$ cat src/rtl/dbg_acq_pkg.sv
// constants and types for debug port acquisition and lockout
// Summary of operation
// - debug link enabled on one pin pair only
// - acquire pattern inside 8 us window enables pair
// - latch config selects link on scan pair directly
// - link reacquirable every reset, may re-enable scan
// - clock from host, data pin driven in turns
// - scan port enables link; link can be disabled
// - fixed 32-bit key arms permanent port lockout
// - latch votes 1 when 28 of 32 match
// - vote 1 blocks debug, test and latch changes
// - latch output sampled only at reset
// - lock needs load, commit, then reset
// - key write accepted only without flash protection
// - access stays until next reset after key write
// - latch contents readable over debug link
// - protection cleared only by full device erase
// - block operations only where block security allows
// - link with either trace, scan with parallel only
// - single pin trace excludes full scan debug
// - parallel trace port uses five pins
package dbg_acq_pkg;
    localparam int CLK_MHZ = 250;
    localparam int KEY_WINDOW_NS = 8000;
    localparam int KEY_WINDOW_CYC = KEY_WINDOW_NS * CLK_MHZ / 1000;
    localparam int LOCK_BITS = 32;
    localparam int LOCK_VOTE_MIN = 28;
    // arbitrary key value
    localparam logic [31:0] LOCK_KEY = 32'hA5C3_96E1;
    localparam int ACQ_LEN = 16;
    localparam logic [15:0] ACQ_PATTERN = 16'hC5A3;
    localparam int TRACE_PINS = 5;
    localparam logic [1:0] CFG_JTAG = 2'h0;
    localparam logic [1:0] CFG_SWD = 2'h1;
    localparam logic [1:0] CFG_NONE = 2'h2;
    localparam logic [1:0] TRACE_OFF = 2'h0;
    localparam logic [1:0] TRACE_SINGLE = 2'h1;
    localparam logic [1:0] TRACE_PARALLEL = 2'h2;
    localparam logic [1:0] OP_ERASE_ALL = 2'h0;
    localparam logic [1:0] OP_ERASE_BLK = 2'h1;
    localparam logic [1:0] OP_PROGRAM = 2'h2;
    localparam logic [1:0] OP_VERIFY = 2'h3;
    typedef enum logic [1:0] {PAIR_NONE, PAIR_BS, PAIR_USB} swd_pair_t;
endpackage

$ cat src/rtl/acquire_detector.sv
// acquire pattern detector for one pin pair
`timescale 1ns/1ps
`default_nettype none
module acquire_detector #(
    parameter int LEN = dbg_acq_pkg::ACQ_LEN,
    parameter logic [LEN-1:0] PATTERN = dbg_acq_pkg::ACQ_PATTERN
) (
    input wire logic ref_clk_i,
    input wire logic sys_rst_i,
    input wire logic link_clk_i,
    input wire logic link_dio_i,
    input wire logic enable_i,
    output logic match_o
);
    logic clk_s1, clk_s2, clk_s3, dio_s1, dio_s2;
    logic [LEN-1:0] shift, next_shift;
    logic next_match, rise;

    assign rise = clk_s2 && !clk_s3;

    always_comb begin
        next_shift = shift;
        next_match = 1'b0;
        if (rise) begin
            next_shift = {shift[LEN-2:0], dio_s2};
            // pattern seen on a link clock rising edge
            next_match = enable_i && ({shift[LEN-2:0], dio_s2} == PATTERN);
        end
    end

    always_ff @(posedge ref_clk_i or posedge sys_rst_i) begin
        if (sys_rst_i) begin
            clk_s1 <= 1'b0;
            clk_s2 <= 1'b0;
            clk_s3 <= 1'b0;
            dio_s1 <= 1'b0;
            dio_s2 <= 1'b0;
            shift <= '0;
            match_o <= 1'b0;
        end else begin
            clk_s1 <= link_clk_i;
            clk_s2 <= clk_s1;
            clk_s3 <= clk_s2;
            dio_s1 <= link_dio_i;
            dio_s2 <= dio_s1;
            shift <= next_shift;
            match_o <= next_match;
        end
    end
endmodule
`default_nettype wire

$ cat src/rtl/debug_port_acquire_and_lock.sv
// debug port acquisition, trace selection, flash gating and lockout
`timescale 1ns/1ps
`default_nettype none
module debug_port_acquire_and_lock #(
    parameter int KEY_WIN_CYC = dbg_acq_pkg::KEY_WINDOW_CYC,
    parameter logic [31:0] LOCK_KEY = dbg_acq_pkg::LOCK_KEY
) (
    input wire logic ref_clk_i,
    input wire logic sys_rst_i,
    input wire logic bs_clk_i,
    input wire logic bs_dio_i,
    output logic bs_dio_o,
    output logic bs_dio_oe_o,
    input wire logic usb_clk_i,
    input wire logic usb_dio_i,
    output logic usb_dio_o,
    output logic usb_dio_oe_o,
    input wire logic [1:0] cfg_dbg_sel_i,
    input wire logic swd_tx_turn_i,
    input wire logic swd_tx_bit_i,
    input wire logic swd_disable_i,
    input wire logic jtag_swd_enable_i,
    input wire logic swd_jtag_enable_i,
    input wire logic [1:0] trace_mode_i,
    input wire logic swo_bit_i,
    input wire logic [4:0] trace_word_i,
    input wire logic [31:0] lock_key_i,
    input wire logic lock_key_wr_i,
    input wire logic lock_commit_i,
    input wire logic nv_restore_i,
    input wire logic [31:0] nv_image_i,
    input wire logic [1:0] flash_prot_level_i,
    input wire logic flash_req_i,
    input wire logic [1:0] flash_op_i,
    input wire logic [2:0] blk_sec_allow_i,
    output logic swd_bs_en_o,
    output logic swd_usb_en_o,
    output logic jtag_en_o,
    output logic bs_pins_gpio_o,
    output logic usb_pins_gpio_o,
    output logic swo_en_o,
    output logic swo_o,
    output logic par_trace_en_o,
    output logic [4:0] par_trace_o,
    output logic lock_active_o,
    output logic lock_vote_o,
    output logic lock_wr_refused_o,
    output logic [31:0] lock_readback_o,
    output logic flash_grant_o,
    output logic flash_deny_o,
    output logic flash_prot_clear_o
);
    localparam int CW = $clog2(KEY_WIN_CYC + 1);
    localparam logic [CW-1:0] WIN_END = CW'(KEY_WIN_CYC);

    dbg_acq_pkg::swd_pair_t swd_pair, next_swd_pair;
    logic [CW-1:0] win_cnt, next_win_cnt;
    logic init_done, lock_active, jtag_en;
    logic next_lock_active, next_jtag_en;
    logic [31:0] vol_key, next_vol_key, nv_cells, next_nv_cells;
    logic win_open, vote_now, refuse_wr, access, op_allowed;
    logic bs_match, usb_match, det_en;
    logic next_refused, next_grant, next_deny, next_clear;
    logic next_swo_en, next_par_en;
    logic [31:0] next_readback;
    function automatic logic vote(input logic [31:0] cells);
        int n;
        n = 0;
        for (int i = 0; i < dbg_acq_pkg::LOCK_BITS; i++) begin
            n = n + ((cells[i] == LOCK_KEY[i]) ? 1 : 0);
        end
        return n >= dbg_acq_pkg::LOCK_VOTE_MIN;
    endfunction
    // window timed from reset release
    assign win_open = init_done && (win_cnt < WIN_END);
    assign vote_now = vote(nv_cells);
    // latch frozen by vote, key only without protection
    assign refuse_wr = vote_now || (flash_prot_level_i != 2'h0);
    assign access = !lock_active &&
        (jtag_en || swd_pair != dbg_acq_pkg::PAIR_NONE);
    // patterns ignored under lockout or once a pair is held
    assign det_en = win_open && !lock_active &&
        swd_pair == dbg_acq_pkg::PAIR_NONE;
    assign op_allowed = (flash_op_i == dbg_acq_pkg::OP_ERASE_ALL) ||
        blk_sec_allow_i[flash_op_i - 2'h1];
    acquire_detector #(
        .LEN(dbg_acq_pkg::ACQ_LEN),
        .PATTERN(dbg_acq_pkg::ACQ_PATTERN)
    ) u_bs_det (
        .ref_clk_i(ref_clk_i),
        .sys_rst_i(sys_rst_i),
        .link_clk_i(bs_clk_i),
        .link_dio_i(bs_dio_i),
        .enable_i(det_en),
        .match_o(bs_match)
    );

    acquire_detector #(
        .LEN(dbg_acq_pkg::ACQ_LEN),
        .PATTERN(dbg_acq_pkg::ACQ_PATTERN)
    ) u_usb_det (
        .ref_clk_i(ref_clk_i),
        .sys_rst_i(sys_rst_i),
        .link_clk_i(usb_clk_i),
        .link_dio_i(usb_dio_i),
        .enable_i(det_en),
        .match_o(usb_match)
    );

    always_comb begin
        next_win_cnt = win_cnt;
        next_lock_active = lock_active;
        next_swd_pair = swd_pair;
        next_jtag_en = jtag_en;
        if (!init_done) begin
            // latch output caught once, after reset release
            next_lock_active = vote_now;
            next_jtag_en = !vote_now && cfg_dbg_sel_i == dbg_acq_pkg::CFG_JTAG;
            if (!vote_now && cfg_dbg_sel_i == dbg_acq_pkg::CFG_SWD) begin
                next_swd_pair = dbg_acq_pkg::PAIR_BS;
            end
        end else if (!lock_active) begin
            if (win_cnt < WIN_END) begin
                next_win_cnt = win_cnt + 1'b1;
            end
            // acquisition inside window, one pair only
            if (win_open && swd_pair == dbg_acq_pkg::PAIR_NONE) begin
                if (bs_match) begin
                    next_swd_pair = dbg_acq_pkg::PAIR_BS;
                    next_jtag_en = 1'b0;
                end else if (usb_match) begin
                    next_swd_pair = dbg_acq_pkg::PAIR_USB;
                end
            end
            if (jtag_en && jtag_swd_enable_i) begin
                next_swd_pair = dbg_acq_pkg::PAIR_BS;
                next_jtag_en = 1'b0;
            end else if (swd_pair != dbg_acq_pkg::PAIR_NONE) begin
                if (swd_jtag_enable_i) begin
                    next_jtag_en = 1'b1;
                    if (swd_pair == dbg_acq_pkg::PAIR_BS) begin
                        next_swd_pair = dbg_acq_pkg::PAIR_NONE;
                    end
                end else if (swd_disable_i) begin
                    next_swd_pair = dbg_acq_pkg::PAIR_NONE;
                end
            end
        end
    end

    always_comb begin
        next_vol_key = vol_key;
        next_nv_cells = nv_cells;
        next_refused = 1'b0;
        if (nv_restore_i) begin
            next_nv_cells = nv_image_i;
        end
        // load volatile copy, then commit to cells
        if (lock_key_wr_i) begin
            next_refused = refuse_wr;
            if (!refuse_wr) begin
                next_vol_key = lock_key_i;
            end
        end
        if (lock_commit_i) begin
            next_refused = next_refused || vote_now;
            if (!vote_now && !nv_restore_i) begin
                next_nv_cells = vol_key;
            end
        end
    end

    always_comb begin
        next_grant = 1'b0;
        next_deny = 1'b0;
        next_clear = 1'b0;
        if (flash_req_i) begin
            if (access && op_allowed) begin
                next_grant = 1'b1;
                next_clear = flash_op_i == dbg_acq_pkg::OP_ERASE_ALL;
            end else begin
                next_deny = 1'b1;
            end
        end
        // single pin trace only without scan port
        next_swo_en = !next_lock_active && !next_jtag_en &&
            trace_mode_i == dbg_acq_pkg::TRACE_SINGLE;
        next_par_en = !next_lock_active &&
            trace_mode_i == dbg_acq_pkg::TRACE_PARALLEL;
        next_readback = 32'h0000_0000;
        if (swd_pair != dbg_acq_pkg::PAIR_NONE && !lock_active) begin
            next_readback = nv_cells;
        end
    end

    always_ff @(posedge ref_clk_i) begin
        nv_cells <= next_nv_cells;
    end

    always_ff @(posedge ref_clk_i or posedge sys_rst_i) begin
        if (sys_rst_i) begin
            init_done <= 1'b0;
            win_cnt <= '0;
            lock_active <= 1'b0;
            swd_pair <= dbg_acq_pkg::PAIR_NONE;
            jtag_en <= 1'b0;
            vol_key <= 32'h0000_0000;
            swd_bs_en_o <= 1'b0;
            swd_usb_en_o <= 1'b0;
            jtag_en_o <= 1'b0;
            bs_pins_gpio_o <= 1'b1;
            usb_pins_gpio_o <= 1'b1;
            bs_dio_o <= 1'b0;
            bs_dio_oe_o <= 1'b0;
            usb_dio_o <= 1'b0;
            usb_dio_oe_o <= 1'b0;
            swo_en_o <= 1'b0;
            swo_o <= 1'b0;
            par_trace_en_o <= 1'b0;
            par_trace_o <= 5'h00;
            lock_active_o <= 1'b0;
            lock_vote_o <= 1'b0;
            lock_wr_refused_o <= 1'b0;
            lock_readback_o <= 32'h0000_0000;
            flash_grant_o <= 1'b0;
            flash_deny_o <= 1'b0;
            flash_prot_clear_o <= 1'b0;
        end else begin
            init_done <= 1'b1;
            win_cnt <= next_win_cnt;
            lock_active <= next_lock_active;
            swd_pair <= next_swd_pair;
            jtag_en <= next_jtag_en;
            vol_key <= next_vol_key;
            swd_bs_en_o <= next_swd_pair == dbg_acq_pkg::PAIR_BS;
            swd_usb_en_o <= next_swd_pair == dbg_acq_pkg::PAIR_USB;
            jtag_en_o <= next_jtag_en;
            bs_pins_gpio_o <= !next_jtag_en &&
                next_swd_pair != dbg_acq_pkg::PAIR_BS && !next_swo_en;
            usb_pins_gpio_o <= next_swd_pair != dbg_acq_pkg::PAIR_USB;
            // data pin driven only in the device's turn
            bs_dio_o <= swd_tx_bit_i;
            bs_dio_oe_o <= swd_tx_turn_i &&
                next_swd_pair == dbg_acq_pkg::PAIR_BS;
            usb_dio_o <= swd_tx_bit_i;
            usb_dio_oe_o <= swd_tx_turn_i &&
                next_swd_pair == dbg_acq_pkg::PAIR_USB;
            swo_en_o <= next_swo_en;
            swo_o <= next_swo_en && swo_bit_i;
            par_trace_en_o <= next_par_en;
            par_trace_o <= next_par_en ? trace_word_i : 5'h00;
            lock_active_o <= next_lock_active;
            lock_vote_o <= vote_now;
            lock_wr_refused_o <= next_refused;
            lock_readback_o <= next_readback;
            flash_grant_o <= next_grant;
            flash_deny_o <= next_deny;
            flash_prot_clear_o <= next_clear;
        end
    end
endmodule
`default_nettype wire

$ cat config.mk
export PLATFORM = sky130hd
export DESIGN_NAME = debug_port_acquire_and_lock
export DESIGN_NICKNAME = d
export VERILOG_FILES = /design/src/rtl/dbg_acq_pkg.sv /design/src/rtl/acquire_detector.sv /design/src/rtl/debug_port_acquire_and_lock.sv
export SDC_FILE = /design/constraint.sdc
export NUM_CORES = 1
export LEC_CHECK = 0
export ABC_AREA = 0
export BUFFER_PORTS_ARGS = -buffer_cell sky130_fd_sc_hd__buf_2
export CAP_MARGIN = 20
export CORE_MARGIN = 1
export CORE_UTILIZATION = 50
export CTS_BUF_LIST = sky130_fd_sc_hd__clkbuf_16
export DETAILED_ROUTE_END_ITERATION = 12
export PLACE_DENSITY = 0.87
export SLEW_MARGIN = 20
export SYNTH_ARGS = -nofsm -noshare
export SYNTH_HDL_FRONTEND = slang
export SYNTH_SLANG_ARGS = --single-unit
export TNS_END_PERCENT = 5
$ cat constraint.sdc
create_clock -name ref_clk_i -period 5.2 [get_ports ref_clk_i]
set_clock_uncertainty 0.05 [all_clocks]
set_input_delay 1.04 -clock ref_clk_i [delete_from_list [all_inputs] [get_ports ref_clk_i]]
set_output_delay 1.04 -clock ref_clk_i [all_outputs]
set_load 0.03 [all_outputs]
==> impl_metrics.toml <==
[cells_and_area]
final_cell_area_um2 = 9590
layout.cells.most_common_list = "150 x sky130_fd_sc_hd__buf_2, 140 x sky130_fd_sc_hd__dfrtp_1, 65 x sky130_fd_sc_hd__a21oi_1"
layout-area-overhead-vs-synth_pct = 25.1
final_net_count = 949
end_of_flow_core_utilization_pct = 65.0
final_common_cell = "sky130_fd_sc_hd__buf_2"
layout-drive-gt1-share_pct = 38.8

[critical_path]
critical_path.top_delay_family = "adder cells"
regToRegEndpoint = "vol_key[16]"
worst_path_most_repeated_cell = "sky130_fd_sc_hd__fa_1"
cpPeakStageDelay_ns = 0.52
worst-endpoint-required_ns = 5.46
critical-path-slowest-cell = "sky130_fd_sc_hd__fa_1"
setup.worst_path.start_class = "flip-flop"
buffers_inverters_on_critical_path = 5
crit_path_max_fanout = 7
critPathArrivalTime_ns = 5.97
start_of_the_worst_register_to_register_path = "nv_cells[2]"
timing.reg2reg.worst_path_depth = 19
crit_chain = "inv_1, fa_1, fa_1, inv_1, fa_1, fa_1, fa_1, fa_1, inv_2, ha_4, fa_2, a211o_1, a21o_1, o211a_4, nor2_4, nand3_4, buf_12, buf_12, mux2_4"
path_class = "reg -> reg"
critical_path.endpoint_type = "flip-flop"
regToRegSetupSlack_ns = -0.51

[global_routing]
antenna_violations_before_repair = 1
grt_pass1_wl_um = 28500
grt_start_max_net_pins = 108
gr-total-overflow = 0
grt_pass1_vias = 5699
grt_usage_pct = 23.4

[detailed_routing]
detail-route-antenna-nets = 0
vias_per_cell = 5.39
totalWireLength_um = 17600
initialDrtViolationCount = 374
wire_per_inst_um = 17.3
drt_drc_violations_left = 0
detailroute.via_count = 5488
drtPass1Iterations = 5

[min_path]
worst_hold_path.num_cells = 0
min-delay-start = "u_usb_det.dio_s1"
worstHoldEndpoint = "u_usb_det.dio_s2"
hp_class = "reg -> reg"

[clock_network]
numClockSinks = 174
clock_latency_ns = 0.43
tritoncts_clock_tree = "built"
cts.root.buffer_cell = "sky130_fd_sc_hd__clkbuf_16"
clk_transition_reported_paths_ns = 0.06
cts_buffers = 17
h_tree_lvl_count = 4
bufs_on_longest_clock_path = 2

[sta]
finalCritPeriodShare_pct = 110
slew_violations = 0
hold_ws_ns = 0.301
worstMarginPinSlew_ns = 1.05
finalWorstPathRequiredPeriod_ns = 5.71
setup_viol = 83
finalHoldViolCount = 0
unrepaired_setup_endpoints_after_global_routing = "true"
timing_limited_maximum_frequency_ghz = 0.175
finalSetupTns_ns = -31.31
slew-limit-headroom_pct = 30.3
timing.final.ws_setup_ns = -0.512

[synth]
syn_area_um2 = 7670
yosysWarnings = 0
synth_flop_cell = "sky130_fd_sc_hd__dfrtp_1"
yosys_register_bits = 174
netlist.top_cell.by_area = "sky130_fd_sc_hd__dfrtp_1"
ys_top_cells_by_area = "sky130_fd_sc_hd__dfrtp_1 46%, sky130_fd_sc_hd__dfxtp_1 8.4%, sky130_fd_sc_hd__fa_1 6.3%"
synth_seq_area_share_pct = 54.7
synth.net_count = 772
synthesis.area_per_instance_um2 = 11.9
ys_async_sr_fraction_pct = 81.6
number_of_enable_type_register_cells_in_the_synthesized_netlist = 0
netlist_instances = 643
synth_top_area_share_pct = 45.7
synthDistinctLibCells = 60

[placement]
gpl.final_weighted_congestion = 0.819
hpwl_um = 11800
postPlaceCellArea_um2 = 8780
io_buf_count = 150

[die]
floorplan.initialDensity_pct = 52.0
die_y_um = 126
chipWidth_um = 126
fp.dieArea_um2 = 15800
io-pin-count = 151
num_rows = 44
core_outline_area_um2 = 14800

[run]
cap_violations = 0

[outcome]
outcome = "finished with violations"
failed_checks = "negative setup slack"
[metal layers]
metal,global-route usage [%],up-vias,share of wire [%],wire length [µm]
met4,11.6,0,3.4,601
met2,38.6,214,50,8810
met3,5.73,51,5.1,903
li1,-,2507,-,-
met5,0,-,0,0
met1,29.0,2716,42,7330
[how the worst max path moves through the flow]
stage / cells after the start / end / from / slack, ns
2_1_floorplan: 19 / vol_key[19] / nv_cells[10] / -0.26
5_1_grt: 20 / vol_key[19] / nv_cells[31] / -0.71
6_report: 19 / vol_key[16] / nv_cells[2] / -0.51
3_5_place_dp: 18 / vol_key[10] / nv_cells[2] / -0.48
4_1_cts: 20 / vol_key[19] / nv_cells[10] / -0.48
3_3_place_gp: 18 / vol_key[1] / nv_cells[2] / -0.35
[cells by family after synthesis]
family                     share of synthesized area, %
xor gates and xnor gates                           1.14
adders and majority gates                          7.73
buffers and inverters                              5.25
DFF                                                54.7
and+or+nand+nor                                    12.9
other                                            0.0489
muxes                                              10.5
AOI/OAI and AO/OA                                  7.67
[area by class of cell]
| class | instances | area, µm² |
|---|---|---|
| inverter | 56 | 215 |
| clock buffer | 17 | 425 |
| fill | 1053 | 5160 |
| tap | 184 | 230 |
| sequential | 174 | 4210 |
| multi-input combinational | 385 | 3220 |
| antenna | 1 | 2.50 |
| clock inverter | 15 | 168 |
| timing repair buffer | 186 | 1130 |
[what timing repair did]
action | in CTS | in global routing
setup buffers | 4 | 1
resized for setup | 21 | 17
pin swaps | 7 | 1
setup endpoints to repair | 84 | 84
hold buffers | 0 | 0
gates cloned | 1 | 0
[cell usage after synthesis (2+ instances only)]
| library cell | n |
|---|---|
| sky130_fd_sc_hd__buf_12 | 3 |
| sky130_fd_sc_hd__nor2_1 | 10 |
| sky130_fd_sc_hd__mux2i_1 | 2 |
| sky130_fd_sc_hd__ha_1 | 9 |
| sky130_fd_sc_hd__o21ai_0 | 6 |
| sky130_fd_sc_hd__dfxtp_1 | 32 |
| sky130_fd_sc_hd__buf_6 | 4 |
| sky130_fd_sc_hd__xnor2_1 | 7 |
| sky130_fd_sc_hd__fa_1 | 24 |
| sky130_fd_sc_hd__dfstp_2 | 2 |
| sky130_fd_sc_hd__nand2_1 | 44 |
| sky130_fd_sc_hd__inv_1 | 56 |
| sky130_fd_sc_hd__nor4bb_1 | 4 |
| sky130_fd_sc_hd__a21oi_1 | 70 |
| sky130_fd_sc_hd__and4_1 | 2 |
| sky130_fd_sc_hd__dfrtp_1 | 140 |
| sky130_fd_sc_hd__nand2b_1 | 4 |
| sky130_fd_sc_hd__buf_1 | 3 |
| sky130_fd_sc_hd__o21a_1 | 2 |
| sky130_fd_sc_hd__nor4_1 | 2 |
| sky130_fd_sc_hd__and3_1 | 3 |
| sky130_fd_sc_hd__nor2b_1 | 37 |
| sky130_fd_sc_hd__nand3_1 | 10 |
| sky130_fd_sc_hd__a211o_1 | 3 |
| sky130_fd_sc_hd__nand4_1 | 3 |
| sky130_fd_sc_hd__xor2_1 | 3 |
| sky130_fd_sc_hd__clkbuf_1 | 13 |
| sky130_fd_sc_hd__or2_2 | 2 |
| sky130_fd_sc_hd__mux2_4 | 21 |
| sky130_fd_sc_hd__and2_1 | 17 |
| sky130_fd_sc_hd__o2111ai_1 | 3 |
| sky130_fd_sc_hd__buf_2 | 4 |
| sky130_fd_sc_hd__mux2_2 | 42 |
| sky130_fd_sc_hd__nor3_1 | 29 |
| sky130_fd_sc_hd__nor3b_2 | 2 |
[metrics by stage]
stage / std cells / setup slack (ns)
after floorplan: 643 / -0.261
after global placement: 979 / -0.346
after detailed placement: 979 / -0.480
after CTS: 1016 / -0.481
after global routing: 1018 / -0.710
final: 1018 / -0.512
[flip-flops by register name, indices dropped and copies added (netlist names), 2 cells and up]
signal,flops
swd_pair,2
u_usb_det.shift,15
win_cnt,11
par_trace_o,5
nv_cells,32
u_bs_det.shift,15
lock_readback_o,32
vol_key,32
Power is left out: the tool's default activity adds up to more than one toggle a clock period on the data nets, which glitch-free logic cannot reach.
